## src/i2m_defs.svh

```systemverilog
`ifndef I2M_DEFS_SVH
`define I2M_DEFS_SVH

// ----------------------------------------
// Clock and line rates
// ----------------------------------------
`define I2M_CLK_KHZ 50000
`define I2M_STD_SCL_KHZ 100
`define I2M_HS_SCL_KHZ 3400
// Quarter of a line clock period is a least time, so it rounds up
`define I2M_STD_QTR_CYC ((`I2M_CLK_KHZ + 4 * `I2M_STD_SCL_KHZ - 1) / (4 * `I2M_STD_SCL_KHZ))
`define I2M_HS_QTR_CYC ((`I2M_CLK_KHZ + 4 * `I2M_HS_SCL_KHZ - 1) / (4 * `I2M_HS_SCL_KHZ))

// ----------------------------------------
// Byte layouts
// ----------------------------------------
`define I2M_ADDR_LEAD 1'b1
`define I2M_HS_PREFIX 5'h01
`define I2M_DIR_READ 1'b1
`define I2M_DIR_WRITE 1'b0
`define I2M_ACK 1'b0
`define I2M_NACK 1'b1

// ----------------------------------------
// Strap codes
// ----------------------------------------
`define I2M_STRAP_GND 2'h0
`define I2M_STRAP_SUPPLY 2'h1
`define I2M_STRAP_SDA 2'h2
`define I2M_STRAP_SCL 2'h3

`endif

```

## src/i2m_pkg.sv

```systemverilog
`default_nettype none
package i2m_pkg;

  // ----------------------------------------
  // Bit level commands
  // ----------------------------------------
  typedef enum logic [1:0] {
    I2M_CMD_START = 2'h0,
    I2M_CMD_STOP = 2'h1,
    I2M_CMD_WBIT = 2'h2,
    I2M_CMD_RBIT = 2'h3
  } i2m_cmd_t;

  // ----------------------------------------
  // Transaction states, one bit apart in listed order from IDLE to STOP
  // ----------------------------------------
  typedef enum logic [2:0] {
    I2M_ST_IDLE = 3'h0,
    I2M_ST_START = 3'h1,
    I2M_ST_TXBIT = 3'h3,
    I2M_ST_TXACK = 3'h2,
    I2M_ST_RXBIT = 3'h6,
    I2M_ST_RXACK = 3'h7,
    I2M_ST_STOP = 3'h5
  } i2m_state_t;

  // ----------------------------------------
  // Byte being moved
  // ----------------------------------------
  typedef enum logic [2:0] {
    I2M_PH_HSCODE = 3'h0,
    I2M_PH_ADDRW = 3'h1,
    I2M_PH_PTR = 3'h2,
    I2M_PH_MSB = 3'h3,
    I2M_PH_LSB = 3'h4,
    I2M_PH_ADDRR = 3'h5,
    I2M_PH_RDMSB = 3'h6,
    I2M_PH_RDLSB = 3'h7
  } i2m_phase_t;

endpackage : i2m_pkg

`default_nettype wire

```

## src/i2m_bit_if.sv

```systemverilog
`timescale 1ns/1ps
`default_nettype none

interface i2m_bit_if;
  i2m_pkg::i2m_cmd_t cmd;
  logic cmdValid;
  logic txBit;
  logic fast;
  logic done;
  logic rxBit;

  modport ctrl (
    output cmd,
    output cmdValid,
    output txBit,
    output fast,
    input done,
    input rxBit
  );

  modport engine (
    input cmd,
    input cmdValid,
    input txBit,
    input fast,
    output done,
    output rxBit
  );
endinterface : i2m_bit_if

`default_nettype wire

```

## src/i2m_host.sv

```systemverilog
// Functional notes
// Controller is sole master, drives the clock
// Two data bytes, upper byte first
// Data changes only while clock low
// Device leaves data line released at power-up
// Device ignores bus until a START
// Device ignores START during its power-up
// Every operation ends with STOP
// Standard rate is the SMBus rate
// Address byte: seven id bits, direction last
// Address built from three two-bit straps
// Device acknowledges only its own address
// Current-address read uses device pointer
// Same slave address in both read phases
// Write: address, pointer, two bytes, STOP
// Read: address, pointer, restart, read address
// Acknowledge first byte, refuse second, STOP
// Device pointer loads and advances per pair; the model advances it after read pairs only, not on writes
// High-speed code switches rate until STOP
// Missing address acknowledge ends the transfer
// Device commits word after both bytes
`timescale 1ns/1ps
`default_nettype none
`include "i2m_defs.svh"

module i2m_host #(
  parameter logic [2:0] HS_ID = 3'h0
) (
  input wire logic clk,
  input wire logic reset_n,
  input wire logic reqValid,
  input wire logic reqWrite,
  input wire logic reqCurrent,
  input wire logic reqHs,
  input wire logic [1:0] addrStrapHigh,
  input wire logic [1:0] addrStrapMid,
  input wire logic [1:0] addrStrapLow,
  input wire logic [7:0] reqWordAddr,
  input wire logic [15:0] reqData,
  output logic reqReady,
  output logic reqDone,
  output logic ackError,
  output logic hsActive,
  output logic [15:0] rdData,
  input wire logic sdaIn,
  output wire logic sdaOut,
  output wire logic sdaOe,
  output wire logic sclOut,
  output wire logic sclOe
);

  // ----------------------------------------
  // Address helpers
  // ----------------------------------------
  function automatic logic strapReserved(input logic [1:0] hi, input logic [1:0] mid, input logic [1:0] lo);
    logic r;
    r = (hi == `I2M_STRAP_SCL && (mid == `I2M_STRAP_SDA || mid == `I2M_STRAP_SCL))
      || (hi == `I2M_STRAP_SDA && mid == `I2M_STRAP_GND && lo == `I2M_STRAP_SUPPLY);
    return r;
  endfunction : strapReserved

  function automatic logic [7:0] byteFor(input i2m_pkg::i2m_phase_t p, input logic [6:0] a,
                                         input logic [7:0] w, input logic [15:0] d,
                                         input logic [2:0] hsId);
    logic [7:0] b;
    b = 8'hFF;
    case (p)
      i2m_pkg::I2M_PH_HSCODE: b = {`I2M_HS_PREFIX, hsId};
      i2m_pkg::I2M_PH_ADDRW: b = {a, `I2M_DIR_WRITE};
      i2m_pkg::I2M_PH_PTR: b = w;
      i2m_pkg::I2M_PH_MSB: b = d[15:8];
      i2m_pkg::I2M_PH_LSB: b = d[7:0];
      i2m_pkg::I2M_PH_ADDRR: b = {a, `I2M_DIR_READ};
      default: b = 8'hFF;
    endcase
    return b;
  endfunction : byteFor

  // ----------------------------------------
  // State
  // ----------------------------------------
  i2m_bit_if bitBus ();

  i2m_pkg::i2m_state_t state_reg, state_next;
  i2m_pkg::i2m_phase_t phase_reg, phase_next;
  logic [7:0] shift_reg, shift_next;
  logic [2:0] bitCnt_reg, bitCnt_next;
  logic write_reg, write_next;
  logic [6:0] slave_reg, slave_next;
  logic [7:0] word_reg, word_next;
  logic [15:0] wrData_reg, wrData_next;
  logic [15:0] rdData_reg, rdData_next;
  logic fast_reg, fast_next;
  logic ready_reg, ready_next;
  logic done_reg, done_next;
  logic err_reg, err_next;
  logic [7:0] rxByte;
  logic curRead_reg, curRead_next;

  assign rxByte = {shift_reg[6:0], bitBus.rxBit};

  always_comb
  begin
    state_next = state_reg;
    phase_next = phase_reg;
    shift_next = shift_reg;
    bitCnt_next = bitCnt_reg;
    write_next = write_reg;
    slave_next = slave_reg;
    word_next = word_reg;
    wrData_next = wrData_reg;
    rdData_next = rdData_reg;
    fast_next = fast_reg;
    ready_next = ready_reg;
    done_next = 1'b0;
    err_next = err_reg;
    case (state_reg)
      i2m_pkg::I2M_ST_IDLE:
      begin
        if (reqValid && ready_reg)
        begin
          if (strapReserved(addrStrapHigh, addrStrapMid, addrStrapLow))
          begin
            err_next = 1'b1;
            done_next = 1'b1;
          end
          else
          begin
            slave_next = {`I2M_ADDR_LEAD, addrStrapHigh, addrStrapMid, addrStrapLow};
            write_next = reqWrite;
            word_next = reqWordAddr;
            wrData_next = reqData;
            err_next = 1'b0;
            ready_next = 1'b0;
            state_next = i2m_pkg::I2M_ST_START;
            if (reqHs)
            begin
              phase_next = i2m_pkg::I2M_PH_HSCODE;
            end
            else if (reqCurrent && !reqWrite)
            begin
              phase_next = i2m_pkg::I2M_PH_ADDRR;
            end
            else
            begin
              phase_next = i2m_pkg::I2M_PH_ADDRW;
            end
          end
        end
      end
      i2m_pkg::I2M_ST_START:
      begin
        if (bitBus.done)
        begin
          shift_next = byteFor(phase_reg, slave_reg, word_reg, wrData_reg, HS_ID);
          bitCnt_next = 3'h0;
          state_next = i2m_pkg::I2M_ST_TXBIT;
        end
      end
      i2m_pkg::I2M_ST_TXBIT:
      begin
        if (bitBus.done)
        begin
          shift_next = {shift_reg[6:0], 1'b1};
          bitCnt_next = bitCnt_reg + 3'h1;
          if (bitCnt_reg == 3'h7)
          begin
            state_next = i2m_pkg::I2M_ST_TXACK;
          end
        end
      end
      i2m_pkg::I2M_ST_TXACK:
      begin
        if (bitBus.done)
        begin
          if (phase_reg == i2m_pkg::I2M_PH_HSCODE)
          begin
            // Nobody answers the high-speed code; restart at the fast rate
            fast_next = 1'b1;
            phase_next = (curRead_reg) ? i2m_pkg::I2M_PH_ADDRR : i2m_pkg::I2M_PH_ADDRW;
            state_next = i2m_pkg::I2M_ST_START;
          end
          else if (bitBus.rxBit == `I2M_NACK)
          begin
            err_next = 1'b1;
            state_next = i2m_pkg::I2M_ST_STOP;
          end
          else
          begin
            case (phase_reg)
              i2m_pkg::I2M_PH_ADDRW:
              begin
                phase_next = i2m_pkg::I2M_PH_PTR;
                shift_next = word_reg;
                bitCnt_next = 3'h0;
                state_next = i2m_pkg::I2M_ST_TXBIT;
              end
              i2m_pkg::I2M_PH_PTR:
              begin
                if (write_reg)
                begin
                  phase_next = i2m_pkg::I2M_PH_MSB;
                  shift_next = wrData_reg[15:8];
                  bitCnt_next = 3'h0;
                  state_next = i2m_pkg::I2M_ST_TXBIT;
                end
                else
                begin
                  phase_next = i2m_pkg::I2M_PH_ADDRR;
                  state_next = i2m_pkg::I2M_ST_START;
                end
              end
              i2m_pkg::I2M_PH_MSB:
              begin
                phase_next = i2m_pkg::I2M_PH_LSB;
                shift_next = wrData_reg[7:0];
                bitCnt_next = 3'h0;
                state_next = i2m_pkg::I2M_ST_TXBIT;
              end
              i2m_pkg::I2M_PH_ADDRR:
              begin
                phase_next = i2m_pkg::I2M_PH_RDMSB;
                bitCnt_next = 3'h0;
                state_next = i2m_pkg::I2M_ST_RXBIT;
              end
              default:
              begin
                // Word taken only once both bytes are acknowledged
                state_next = i2m_pkg::I2M_ST_STOP;
              end
            endcase
          end
        end
      end
      i2m_pkg::I2M_ST_RXBIT:
      begin
        if (bitBus.done)
        begin
          shift_next = rxByte;
          bitCnt_next = bitCnt_reg + 3'h1;
          if (bitCnt_reg == 3'h7)
          begin
            if (phase_reg == i2m_pkg::I2M_PH_RDMSB)
            begin
              rdData_next = {rxByte, rdData_reg[7:0]};
            end
            else
            begin
              rdData_next = {rdData_reg[15:8], rxByte};
            end
            state_next = i2m_pkg::I2M_ST_RXACK;
          end
        end
      end
      i2m_pkg::I2M_ST_RXACK:
      begin
        if (bitBus.done)
        begin
          if (phase_reg == i2m_pkg::I2M_PH_RDMSB)
          begin
            phase_next = i2m_pkg::I2M_PH_RDLSB;
            bitCnt_next = 3'h0;
            state_next = i2m_pkg::I2M_ST_RXBIT;
          end
          else
          begin
            state_next = i2m_pkg::I2M_ST_STOP;
          end
        end
      end
      i2m_pkg::I2M_ST_STOP:
      begin
        if (bitBus.done)
        begin
          fast_next = 1'b0;
          ready_next = 1'b1;
          done_next = 1'b1;
          state_next = i2m_pkg::I2M_ST_IDLE;
        end
      end
      default:
      begin
        state_next = i2m_pkg::I2M_ST_IDLE;
      end
    endcase
  end

  // Current-address choice is kept for the restart after the speed code
  always_comb
  begin
    curRead_next = curRead_reg;
    if (state_reg == i2m_pkg::I2M_ST_IDLE && reqValid && ready_reg)
    begin
      curRead_next = reqCurrent && !reqWrite;
    end
  end

  always_ff @(posedge clk or negedge reset_n)
  begin
    if (!reset_n)
    begin
      state_reg <= i2m_pkg::I2M_ST_IDLE;
      phase_reg <= i2m_pkg::I2M_PH_ADDRW;
      shift_reg <= 8'hFF;
      bitCnt_reg <= 3'h0;
      write_reg <= 1'b0;
      slave_reg <= 7'h00;
      word_reg <= 8'h00;
      wrData_reg <= 16'h0000;
      rdData_reg <= 16'h0000;
      fast_reg <= 1'b0;
      ready_reg <= 1'b1;
      done_reg <= 1'b0;
      err_reg <= 1'b0;
      curRead_reg <= 1'b0;
    end
    else
    begin
      state_reg <= state_next;
      phase_reg <= phase_next;
      shift_reg <= shift_next;
      bitCnt_reg <= bitCnt_next;
      write_reg <= write_next;
      slave_reg <= slave_next;
      word_reg <= word_next;
      wrData_reg <= wrData_next;
      rdData_reg <= rdData_next;
      fast_reg <= fast_next;
      ready_reg <= ready_next;
      done_reg <= done_next;
      err_reg <= err_next;
      curRead_reg <= curRead_next;
    end
  end

  // ----------------------------------------
  // Bit commands
  // ----------------------------------------
  always_comb
  begin
    bitBus.cmdValid = (state_reg != i2m_pkg::I2M_ST_IDLE);
    bitBus.txBit = 1'b1;
    case (state_reg)
      i2m_pkg::I2M_ST_START: bitBus.cmd = i2m_pkg::I2M_CMD_START;
      i2m_pkg::I2M_ST_STOP: bitBus.cmd = i2m_pkg::I2M_CMD_STOP;
      i2m_pkg::I2M_ST_TXBIT:
      begin
        bitBus.cmd = i2m_pkg::I2M_CMD_WBIT;
        bitBus.txBit = shift_reg[7];
      end
      i2m_pkg::I2M_ST_RXACK:
      begin
        bitBus.cmd = i2m_pkg::I2M_CMD_WBIT;
        bitBus.txBit = (phase_reg == i2m_pkg::I2M_PH_RDLSB) ? `I2M_NACK : `I2M_ACK;
      end
      default: bitBus.cmd = i2m_pkg::I2M_CMD_RBIT;
    endcase
  end

  // Standard rate is the SMBus rate; fast only after the speed code
  assign bitBus.fast = fast_reg;

  i2m_bit_engine #(
    .CNT_W(8)
  ) u_engine (
    .clk(clk),
    .reset_n(reset_n),
    .bus(bitBus),
    .sdaIn(sdaIn),
    .sclOut(sclOut),
    .sclOe(sclOe),
    .sdaOut(sdaOut),
    .sdaOe(sdaOe)
  );

  assign reqReady = ready_reg;
  assign reqDone = done_reg;
  assign ackError = err_reg;
  assign hsActive = fast_reg;
  assign rdData = rdData_reg;

endmodule : i2m_host

`default_nettype wire

```

## src/i2m_bit_engine.sv

```systemverilog
`timescale 1ns/1ps
`default_nettype none
`include "i2m_defs.svh"

module i2m_bit_engine #(
  parameter int CNT_W = 8
) (
  input wire logic clk,
  input wire logic reset_n,
  i2m_bit_if.engine bus,
  input wire logic sdaIn,
  output logic sclOut,
  output logic sclOe,
  output logic sdaOut,
  output logic sdaOe
);

  localparam logic [CNT_W-1:0] STD_MAX = CNT_W'(`I2M_STD_QTR_CYC - 1);
  localparam logic [CNT_W-1:0] HS_MAX = CNT_W'(`I2M_HS_QTR_CYC - 1);

  // ----------------------------------------
  // Line levels per quarter, {scl, sda}; sda 1 means released
  // ----------------------------------------
  function automatic logic [1:0] lineLevels(input i2m_pkg::i2m_cmd_t c, input logic b, input logic [1:0] q);
    logic [1:0] lv;
    lv = 2'h3;
    case (c)
      i2m_pkg::I2M_CMD_START: lv = (q == 2'h0) ? 2'h1 : (q == 2'h1) ? 2'h3 : (q == 2'h2) ? 2'h2 : 2'h0;
      i2m_pkg::I2M_CMD_STOP: lv = (q == 2'h0) ? 2'h0 : (q == 2'h1) ? 2'h2 : 2'h3;
      i2m_pkg::I2M_CMD_WBIT: lv = {(q == 2'h1) || (q == 2'h2), b};
      i2m_pkg::I2M_CMD_RBIT: lv = {(q == 2'h1) || (q == 2'h2), 1'b1};
      default: lv = 2'h3;
    endcase
    return lv;
  endfunction : lineLevels

  // ----------------------------------------
  // Registers
  // ----------------------------------------
  logic sdaMeta_reg;
  logic sdaSync_reg;
  logic busy_reg, busy_next;
  i2m_pkg::i2m_cmd_t cmd_reg, cmd_next;
  logic bit_reg, bit_next;
  logic [1:0] qtr_reg, qtr_next;
  logic [CNT_W-1:0] cnt_reg, cnt_next;
  logic scl_reg, scl_next;
  logic sdaOe_reg, sdaOe_next;
  logic rx_reg, rx_next;
  logic done_reg, done_next;
  logic [CNT_W-1:0] qtrMax;
  logic [1:0] lv;

  // Rate switches only between commands, so a bit never mixes two rates
  assign qtrMax = bus.fast ? HS_MAX : STD_MAX;

  always_comb
  begin
    busy_next = busy_reg;
    cmd_next = cmd_reg;
    bit_next = bit_reg;
    qtr_next = qtr_reg;
    cnt_next = cnt_reg;
    scl_next = scl_reg;
    sdaOe_next = sdaOe_reg;
    rx_next = rx_reg;
    done_next = 1'b0;
    lv = 2'h3;
    // Not in the done cycle: the controller still shows the finished command
    if (!busy_reg && !done_reg)
    begin
      if (bus.cmdValid)
      begin
        busy_next = 1'b1;
        cmd_next = bus.cmd;
        bit_next = bus.txBit;
        qtr_next = 2'h0;
        cnt_next = '0;
        lv = lineLevels(bus.cmd, bus.txBit, 2'h0);
        scl_next = lv[1];
        sdaOe_next = ~lv[0];
      end
    end
    else if (cnt_reg == qtrMax)
    begin
      cnt_next = '0;
      if (qtr_reg == 2'h2 && cmd_reg == i2m_pkg::I2M_CMD_RBIT)
      begin
        rx_next = sdaSync_reg;
      end
      if (qtr_reg == 2'h3)
      begin
        busy_next = 1'b0;
        done_next = 1'b1;
      end
      else
      begin
        qtr_next = qtr_reg + 2'h1;
        lv = lineLevels(cmd_reg, bit_reg, qtr_reg + 2'h1);
        scl_next = lv[1];
        sdaOe_next = ~lv[0];
      end
    end
    else
    begin
      cnt_next = cnt_reg + CNT_W'(1);
    end
  end

  always_ff @(posedge clk or negedge reset_n)
  begin
    if (!reset_n)
    begin
      sdaMeta_reg <= 1'b1;
      sdaSync_reg <= 1'b1;
      busy_reg <= 1'b0;
      cmd_reg <= i2m_pkg::I2M_CMD_STOP;
      bit_reg <= 1'b1;
      qtr_reg <= 2'h0;
      cnt_reg <= '0;
      scl_reg <= 1'b1;
      sdaOe_reg <= 1'b0;
      rx_reg <= 1'b1;
      done_reg <= 1'b0;
    end
    else
    begin
      sdaMeta_reg <= sdaIn;
      sdaSync_reg <= sdaMeta_reg;
      busy_reg <= busy_next;
      cmd_reg <= cmd_next;
      bit_reg <= bit_next;
      qtr_reg <= qtr_next;
      cnt_reg <= cnt_next;
      scl_reg <= scl_next;
      sdaOe_reg <= sdaOe_next;
      rx_reg <= rx_next;
      done_reg <= done_next;
    end
  end

  assign bus.done = done_reg;
  assign bus.rxBit = rx_reg;
  assign sclOut = scl_reg;
  assign sclOe = busy_reg | ~busy_reg;
  // Open drain: data is only ever pulled low
  assign sdaOut = 1'b0;
  assign sdaOe = sdaOe_reg;

endmodule : i2m_bit_engine

`default_nettype wire

```

## config.mk

```make
export PLATFORM = sky130hd
export DESIGN_NAME = i2m_host
export DESIGN_NICKNAME = d
export VERILOG_FILES = /design/src/i2m_pkg.sv /design/src/i2m_bit_if.sv /design/src/i2m_host.sv /design/src/i2m_bit_engine.sv
export VERILOG_INCLUDE_DIRS = /design/src
export SDC_FILE = /design/constraint.sdc
export NUM_CORES = 1
export LEC_CHECK = 0
export BUFFER_PORTS_ARGS = -buffer_cell sky130_fd_sc_hd__buf_2
export CORE_ASPECT_RATIO = 1.75
export CORE_UTILIZATION = 49
export DETAILED_ROUTE_END_ITERATION = 8
export PLACE_DENSITY = 0.69
export SLEW_MARGIN = 20
export SYNTH_ARGS = -nofsm -noshare
export SYNTH_HDL_FRONTEND = slang
export SYNTH_SLANG_ARGS = --single-unit
export TNS_END_PERCENT = 50
```

## constraint.sdc

```tcl
create_clock -name clk -period 3.1 [get_ports clk]
set_input_delay 0.31 -clock clk [delete_from_list [all_inputs] [get_ports clk]]
set_output_delay 0.31 -clock clk [all_outputs]
set_load 0.01 [all_outputs]
```

==> impl_metrics.json, run 1 <==
{
  "avgViaCountPerCell": 5.82,
  "crit_start": "phase_reg[0]",
  "placed_cell_area_sq_mm": 0.00519,
  "area_growth_pct": 14.9,
  "pin_count": 61,
  "numCtsBuffers": 9,
  "status": "completed",
  "synth_cell_types": 63,
  "hold_violations": 0,
  "yosysTopAreaCell": "dfrtp_1",
  "overflow": 0,
  "die_area_sq_mm": 0.0102,
  "fin_crit_ns": 2.34,
  "timing.rr.start": "phase_reg[0]",
  "antenna_cells": 0,
  "synth_async_sr_flop_share": 1.00,
  "cts.path.max_buffers": 2,
  "maxCapViolCount": 0,
  "first_pass_iters": 4,
  "yosysTopAreaCellShare": 0.387,
  "setup_tns_ns": 0,
  "path_class": "register to register",
  "drive_gt1_frac": 0.311,
  "coreArea_sq_mm": 0.00947,
  "cts.hold.buffers_added": 0,
  "grt_pass1_vias": 3760,
  "vdd_ir_drop_max_mv": 0.303,
  "hold_class": "input port to register",
  "synthFlopType": "dfrtp_1",
  "routed_wirelength_um": 11500,
  "htreeDepth": 3,
  "hpwlAfterDp_um": 8410,
  "power_density_mw_per_mm2": 426,
  "p_leak_nw": 2.50,
  "grt_max_degree": 72,
  "finalWeightedCongestion": 0.908,
  "tritoncts": "yes",
  "vias": 3745,
  "synth_seq_cells": 90,
  "yosysMostFrequentCell": "dfrtp_1",
  "cp.arrival_ns": 2.57,
  "synth_cells": 465,
  "synth_area_per_cell_sq_um": 10.3,
  "grt_pass1_wl_um": 19000,
  "fp.dieH_um": 133,
  "synth_edf_count": 0,
  "rsz0062_at_grt": "no",
  "track_usage": 0.240,
  "synthTopCellsByCount": "74 x dfrtp_1, 52 x mux2_2, 43 x nand2_1, 27 x a21oi_1, 25 x nor2_1",
  "ant_nets": 0,
  "post-cts-setup-buffers": 0,
  "fin_nets": 559,
  "fmax_mhz": 427,
  "rr_endpoint": "phase_reg[2]",
  "drtIter0Drc": 277,
  "slew_viol_final": 0,
  "synth_nets": 508,
  "antenna_found_initial": 0,
  "io_buffers": 58,
  "tightestPinTransition_ns": 0.905,
  "required_ns": 3.33,
  "clk_pin_slew_ns": 0.06,
  "ctsResizeCount": 0,
  "hp-start": "sdaIn",
  "fin_skew_ns": 0.00444,
  "dieWidth_um": 76.7,
  "crit_path_max_fanout": 34,
  "r2r_cells": 5,
  "cts_num_sinks": 90,
  "holdPathStages": 1,
  "ff2ff_setup_slack_ns": 0.76,
  "cp-end-kind": "register",
  "drc_errors": 0,
  "min_period_over_period": 0.756,
  "clockRootBuffer": "clkbuf_16",
  "initial_core_util": 0.505,
  "routedWlPerCell_um": 17.8,
  "yosysWarnings": 0,
  "rows": 47,
  "setup_viol": 0,
  "yosysSeqAreaShare": 0.475,
  "synth_area_leaders": "dfrtp_1 39%, mux2_2 12%, dfstp_2 8.8%, nand2_1 3.4%, a21oi_1 2.8%",
  "whs_endpoint": "u_engine.sdaMeta_reg",
  "worstSetupStartpointType": "register",
  "finalInstanceArea_sq_mm": 0.00550,
  "slew_headroom": 0.397,
  "synth_area_sq_mm": 0.00478,
  "clk_latency_ns": 0.34
}
-- through the flow --
stage                     setup slack (ns)  total power [mW]  cells   util  hold WS (ns)
final                                0.757              2.34    643  0.581        0.0573
after global routing                 0.616              2.42    643  0.581        0.0533
after CTS                            0.791              2.37    643  0.580        0.0527
after detailed placement             0.812              1.26    627  0.548         0.347
after global placement               0.826              1.25    627  0.548         0.348
after floorplan                       1.08              1.21    465      -        0.0144
-- cells by family (layout without fill, tap and decap cells) --
logic type / after synthesis / count (layout) / synth area share
other: 2 / 2 / 0.00157
AOI/OAI and AO/OA: 116 / 116 / 0.165
muxes: 65 / 65 / 0.150
DFF: 90 / 90 / 0.475
buffers and inverters: 45 / 101 / 0.0406
xor gates and xnor gates: 4 / 4 / 0.00733
and+or+nand+nor: 137 / 137 / 0.145
adders and majority gates: 6 / 6 / 0.0157
-- power by group --
group	internal, mW	leakage, nW	switching (mW)
clock network	0.651	0.142	0.459
logic	0.0201	1.19	0.0347
registers	1.18	1.17	0.000288
total	1.85	2.50	0.494
-- per-layer routing --
layer  share of wire  track usage  wire length, um  up-vias
met2            0.57        0.442             6480       80
met3           0.024       0.0359              279       27
met1            0.38        0.270             4380     1852
met4           0.027       0.0983              307        0
li1                -            -                -     1786
met5               0            0                0        -
-- cell usage in the layout, fill, tap and decap left out, types with 4 or more instances in the layout --
master and n:
buf_4 15, dfstp_2 16, o31ai_1 7, nor2_1 25, inv_1 13, nand3_1 6, nand2_1 43, a2111oi_0 6
dfrtp_1 74, o21ai_0 22, ha_1 6, mux2_2 52, buf_2 57, o21a_1 7, nand3b_1 6, o32ai_1 6
nor3_1 9, nor2b_1 14, mux2i_1 13, a21oi_1 27, nand2b_1 13, clkbuf_16 9, a31oi_1 7, o2bb2ai_1 4
-- worst max-delay path by stage --
stage / to / slack [ns] / cells past startpoint
detailed placement: shift_reg[5] / 0.81 / 4
global placement: shift_reg[5] / 0.83 / 4
finish: phase_reg[2] / 0.76 / 5
CTS: shift_reg[5] / 0.79 / 4
floorplan: phase_reg[1] / 1.08 / 5
global route: phase_reg[2] / 0.62 / 5
-- area by class of cell --
| cell class | count | area (sq um) |
|---|---|---|
| inverter | 13 | 48.8 |
| timing repair buffer | 72 | 398 |
| tap | 122 | 153 |
| fill | 835 | 3970 |
| multi-input combinational | 330 | 2320 |
| clock inverter | 5 | 62.6 |
| sequential | 90 | 2270 |
| clock buffer | 11 | 243 |
-- worst max-delay path, stage by stage, from the launching register on --
cell and delay (ns):
dfstp_2 0.90, nand2b_1 0.27, a311oi_1 0.33, o221ai_1 0.17, or2_4 0.28, mux2_2 0.28
Note: power is estimated with default switching activity, not from simulation.
==> inputs of run 2 (changes only) <==
Settings changed: ABC_AREA set to 1.
Clock period 3.1 ns to 2.3 ns, I/O delays scaled along.
==> run 2 against run 1 <==
Against the previous run:
- count of clock-buffer cells in the layout unchanged
- clock skew about the same
- clock power up 32%
- total power rose to 3.0 times the previous value
- sequential power up 120%
- utilization down 1.1 points
==> impl_metrics.json, run 2 <==
{
  "grt_pass1_wl_um": 19300,
  "rsz0062_at_grt": "no",
  "drtIter0Drc": 202,
  "fin_crit_ns": 1.91,
  "status": "completed",
  "cts_num_sinks": 90,
  "antenna_cells": 0,
  "finalWeightedCongestion": 0.934,
  "synth_area_sq_mm": 0.00494,
  "required_ns": 2.53,
  "critical_path.slowest_cell": "dfrtp_1",
  "vdd_ir_drop_max_mv": 0.674,
  "synth_area_per_cell_sq_um": 7.51,
  "slew_viol_final": 0,
  "die_area_sq_mm": 0.0105,
  "drive_gt1_frac": 0.194,
  "synthTopCellsByCount": "261 x nand2_1, 74 x dfrtp_1, 53 x inv_1, 41 x nand3_1, 38 x nor2_1",
  "crit_chain": "inv_2 -> nand2_1 -> nand2_1 -> a22oi_1 -> nand2_1 -> nand2_1 -> nand2_1",
  "dp_slack_ns": 0.438,
  "synth_area_leaders": "dfrtp_1 37%, nand2_1 20%, dfstp_2 8.5%, nand3_1 4.2%, inv_1 4.0%",
  "fmax_mhz": 522,
  "ant_nets": 0,
  "avgViaCountPerCell": 5.20,
  "drc_errors": 0,
  "post-cts-setup-buffers": 0,
  "slew_headroom": 0.626,
  "routedWlPerCell_um": 13.5,
  "area_growth_pct": 13.5,
  "final_cells": 846,
  "crit_top_cell": "nand2_1",
  "coreArea_sq_mm": 0.00985,
  "dp.cells": 828,
  "hpwlAfterDp_um": 8730,
  "power_density_mw_per_mm2": 1240,
  "yosysTopAreaCellShare": 0.375,
  "io_buffers": 58,
  "fin_nets": 759,
  "grt_max_degree": 52,
  "routed_wirelength_um": 11400,
  "fin_skew_ns": 0.00451,
  "cp-end-kind": "register",
  "tritoncts": "yes",
  "clk_pin_slew_ns": 0.06,
  "grt_pass1_vias": 4328,
  "synth_cell_types": 36,
  "power.total_mw": 6.97,
  "yosysSeqAreaShare": 0.460,
  "dieWidth_um": 77.9,
  "fp.dieH_um": 135,
  "setup_tns_ns": 0,
  "initial_core_util": 0.502,
  "synth_cells": 658,
  "max_stage_delay_ns": 0.56,
  "final_util": 0.569,
  "cp.arrival_ns": 2.15,
  "yosysMostFrequentCell": "nand2_1",
  "tightestPinTransition_ns": 0.557,
  "rows": 48,
  "yosysWarnings": 0,
  "numCtsBuffers": 9,
  "overflow": 0,
  "antenna_found_initial": 0,
  "track_usage": 0.233,
  "p_leak_nw": 2.88,
  "synth_nets": 701,
  "maxCapViolCount": 0,
  "synth_edf_count": 0,
  "min_period_over_period": 0.832,
  "setup_ws_ns": 0.386,
  "clockRootBuffer": "clkbuf_16",
  "htreeDepth": 3,
  "vias": 4402,
  "crit_path_max_fanout": 12,
  "yosysTopAreaCell": "dfrtp_1",
  "crit_buf_inv": 1,
  "cts.path.max_buffers": 2,
  "first_pass_iters": 5,
  "synth_async_sr_flop_share": 1.00,
  "clk_latency_ns": 0.34,
  "worstSetupStartpointType": "register",
  "layout_commonest_cell": "nand2_1",
  "synthFlopType": "dfrtp_1",
  "synth_seq_cells": 90,
  "layout_common_cells": "261 x nand2_1, 74 x dfrtp_1, 57 x buf_2, 53 x inv_1, 41 x nand3_1",
  "critical-path-top-delay-family": "simple AND/OR/NAND/NOR gates",
  "nFillCells": 991,
  "pin_count": 61,
  "setup_viol": 0,
  "hold_class": "input port to register",
  "hold_violations": 0,
  "path_class": "register to register"
}
==> run 2: cell count changes after synthesis, moves of 14 or more <==
| cell | delta |
|---|---|
| clkbuf_1 | -19 |
| inv_1 | +40 |
| mux2_2 | -52 |
| nand2_1 | +218 |
| nand2_2 | +20 |
| nand3_1 | +35 |
| nor2b_1 | -14 |
| o21ai_1 | +19 |
==> run 2: what timing repair did <==
action                                 CTS  global route
endpoints found under the hold margin   33             0
gates resized for setup                  0             0
hold buffers                             2             0
==> run 2: worst min-delay path: cells and delay by family <==
family,cells,cell delay [ns]
buffers and inverters,1,0.07
AND/OR/NAND/NOR,2,0.09
==> run 2: stage by stage <==
stage | hold slack, ns | area [sq um]
after global placement | 0.240 | 5290
after global routing | 0.0873 | 5610
after CTS | 0.0812 | 5610
final | 0.0840 | 5610
after detailed placement | 0.240 | 5290
after floorplan | -0.0656 | 4940
==> run 2: metal layers <==
| layer | track usage | vias to the layer above | part of all wire |
|---|---|---|---|
| met5 | 0 | - | 0 |
| met4 | 0.127 | 0 | 0.040 |
| met3 | 0.0426 | 46 | 0.038 |
| met2 | 0.423 | 141 | 0.52 |
| met1 | 0.253 | 2013 | 0.41 |
| li1 | - | 2202 | - |
==> run 2: logic make-up (layout without fill, tap and decap cells) <==
kind of cell,Yosys count,in the layout,share of synthesized area
XOR/XNOR,4,4,0.00709
buffers and inverters,81,144,0.0797
AO/OA/AOI/OAI,81,81,0.0893
adder cells (fa/ha/maj),6,6,0.0152
flip-flops,90,90,0.460
AND/OR/NAND/NOR,394,394,0.348
other,2,2,0.00152
==> run 2: layout make-up <==
type / count / area, sq um / share of cell area
Multi-Input combinational cell: 487 / 2280 / 0.406
Sequential cell: 90 / 2270 / 0.405
Timing Repair Buffer: 66 / 370 / 0.0660
Clock buffer: 11 / 243 / 0.0433
Inverter: 62 / 235 / 0.0419
Tap cell: 125 / 156 / 0.0279
Clock inverter: 5 / 55.1 / 0.00981
==> run 2: worst paths after layout <==
| path | from | endpoint | slack, ns | depth (start not counted) |
|---|---|---|---|---|
| max in group asynchronous | reset_n | shift_reg[4] | 1.21 | 3 |
| min in group asynchronous | reset_n | state_reg[1] | 0.40 | 2 |
| hold / removal | reqWordAddr[4] | word_reg[4] | 0.08 | 3 |
| setup reg to reg | state_reg[2] | state_reg[1] | 0.39 | 7 |
| setup / recovery | state_reg[2] | state_reg[1] | 0.39 | 7 |
| hold reg to reg | u_engine.sdaMeta_reg | u_engine.sdaSync_reg | 0.36 | 0 |
==> run 2: report_power, final <==
| part | leakage [nW] | internal (mW) | switching, mW | total, mW |
|---|---|---|---|---|
| registers | 1.12 | 2.18 | 0.457 | 2.64 |
| clock network | 0.142 | 0.867 | 0.593 | 1.46 |
| logic | 1.62 | 0.986 | 1.89 | 2.88 |
==> inputs of run 3 (changes only) <==
Settings changed: PLACE_DENSITY 0.69 to 0.72.
Clock period 2.3 ns to 1.7 ns, I/O delays scaled along.
==> run 3 against run 2 <==
Against the previous run:
- die area unchanged
- wire length up 5.1%
- hold slack worse by 0.057 ns
- clock skew up 0.00097 ns
- largest power group unchanged
==> impl_metrics.json, run 3 (same netlist as run 2, synthesis figures left out) <==
{
  "required_ns": 1.90,
  "vias": 4496,
  "layout_commonest_cell": "nand2_1",
  "drive_gt1_frac": 0.230,
  "fmax_mhz": 621,
  "hold_violations": 0,
  "dr.max_layer_used": "met4",
  "clk_pin_slew_ns": 0.06,
  "slew_viol_final": 0,
  "critical_path.slowest_cell": "dfrtp_1",
  "clockRootBuffer": "clkbuf_16",
  "rows": 48,
  "power.total_mw": 9.69,
  "io_buffers": 58,
  "initial_core_util": 0.502,
  "critical-path-top-delay-family": "buffers and inverters",
  "status": "completed",
  "maxCapViolCount": 0,
  "rsz0062_at_grt": "yes",
  "fin_skew_ns": 0.00548,
  "antenna_found_initial": 0,
  "cts.path.max_buffers": 2,
  "ant_nets": 0,
  "drc_errors": 0,
  "routedWlPerCell_um": 13.8,
  "numCtsBuffers": 9,
  "comb_power_share": 0.443,
  "final.hold.worst_slack_ns": 0.0272,
  "fin_nets": 785,
  "drt-met1-wl_um": 4640,
  "p_int_mw": 5.56,
  "power_density_mw_per_mm2": 1660,
  "overflow": 0,
  "hold_class": "input port to register",
  "netSwitchingPower_mw": 4.13,
  "first_pass_iters": 5,
  "fin_crit_ns": 1.61,
  "dieWidth_um": 77.9,
  "htreeDepth": 3,
  "grt_pass1_vias": 4496,
  "route.met2.wl_um": 6710,
  "max_stage_delay_ns": 0.43,
  "die_area_sq_mm": 0.0105,
  "crit_chain": "buf_4 -> nor2_4 -> inv_2 -> nor2_4 -> inv_2 -> nor2_4 -> inv_2 -> nand2_1 -> o21ai_0",
  "path_class": "register to register",
  "coreArea_sq_mm": 0.00985,
  "pwr-share-clk": 0.191,
  "pin_count": 61,
  "cts_num_sinks": 90,
  "cp-end-kind": "register",
  "antenna_cells": 0,
  "vdd_ir_drop_max_mv": 1.02,
  "avgViaCountPerCell": 5.16,
  "p_leak_nw": 3.01,
  "slew_headroom": 0.630,
  "drtIter0Drc": 180,
  "seqPwrFrac": 0.366,
  "layout_common_cells": "258 x nand2_1, 74 x dfrtp_1, 57 x buf_2, 53 x inv_1, 41 x nand3_1",
  "crit_buf_inv": 4,
  "routed_wirelength_um": 12000,
  "finalWeightedCongestion": 0.920,
  "worstSetupStartpointType": "register",
  "cp.arrival_ns": 1.81,
  "crit_path_max_fanout": 28,
  "grt_max_degree": 43,
  "grt_pass1_wl_um": 20200,
  "min_period_over_period": 0.947,
  "switching_share": 0.426,
  "setup_viol": 0,
  "tritoncts": "yes",
  "hpwlAfterDp_um": 9480,
  "fp.dieH_um": 135,
  "tightestPinTransition_ns": 0.555,
  "area_growth_pct": 17.9,
  "track_usage": 0.246,
  "clk_latency_ns": 0.34,
  "wl_met3_um": 319
}
==> run 3: cell count changes in the layout (fill, tap and decap cells not counted), sizes merged <==
cell	delta
buf	+25
clkinv	+2
clkinvlp	-2
inv	+2
bufinv	-1
==> run 3: layout make-up <==
| class | count | area [sq um] |
|---|---|---|
| clock buffer | 10 | 229 |
| clock inverter | 6 | 51.3 |
| fill | 931 | 4020 |
| inverter | 62 | 238 |
| multi-input combinational | 487 | 2300 |
| sequential | 90 | 2270 |
| tap | 125 | 156 |
| timing repair buffer | 92 | 576 |
==> run 3: metal layers <==
| metal | vias up | track usage |
|---|---|---|
| li1 | 2257 | - |
| met1 | 2112 | 0.265 |
| met2 | 97 | 0.467 |
| met3 | 30 | 0.0338 |
| met4 | 0 | 0.114 |
| met5 | - | 0 |
==> run 3: path summary, 6_finish.rpt <==
check | start | to | slack, ns | cells after the start
setup / recovery | state_reg[2] | slave_reg[4] | 0.09 | 9
hold / removal | reqWordAddr[3] | word_reg[3] | 0.03 | 3
setup reg to reg | state_reg[2] | slave_reg[4] | 0.09 | 9
hold reg to reg | u_engine.sdaMeta_reg | u_engine.sdaSync_reg | 0.36 | 0
max in group asynchronous | reset_n | u_engine.cnt_reg[3] | 0.78 | 3
min in group asynchronous | reset_n | u_engine.cmd_reg[1] | 0.36 | 2
==> run 3: worst min-delay path: cells and delay by family <==
kind | cells | cell delay [ns]
simple gates | 2 | 0.09
buf+inv | 1 | 0.07
==> run 3: power by group through the flow <==
stage / Clock [mW] / Combinational, mW / Sequential (mW)
after floorplan: 0 / 3.09 / 3.39
after global placement: 0 / 4.08 / 3.54
after detailed placement: 0 / 4.18 / 3.57
after CTS: 1.89 / 4.21 / 3.54
after global routing: 1.98 / 4.89 / 3.63
final: 1.85 / 4.30 / 3.54
==> run 3: what timing repair did <==
action,CTS,global route
endpoints found under the setup margin,0,35
hold buffers,2,0
endpoints found under the hold margin,23,0
gates resized for setup,0,10
setup buffers,0,2
==> run 3: metrics by stage <==
| stage | util | setup WS [ns] | setup TNS [ns] | cell area, sq um | instances |
|---|---|---|---|---|---|
| CTS | 0.587 | 0.0629 | 0 | 5780 | 870 |
| floorplan | - | 0.152 | 0 | 4940 | 658 |
| global placement | 0.557 | 0.0945 | 0 | 5480 | 852 |
| detailed placement | 0.557 | 0.0859 | 0 | 5480 | 852 |
| finish | 0.592 | 0.0905 | 0 | 5830 | 872 |
| global route | 0.592 | -0.0682 | -1.01 | 5830 | 872 |
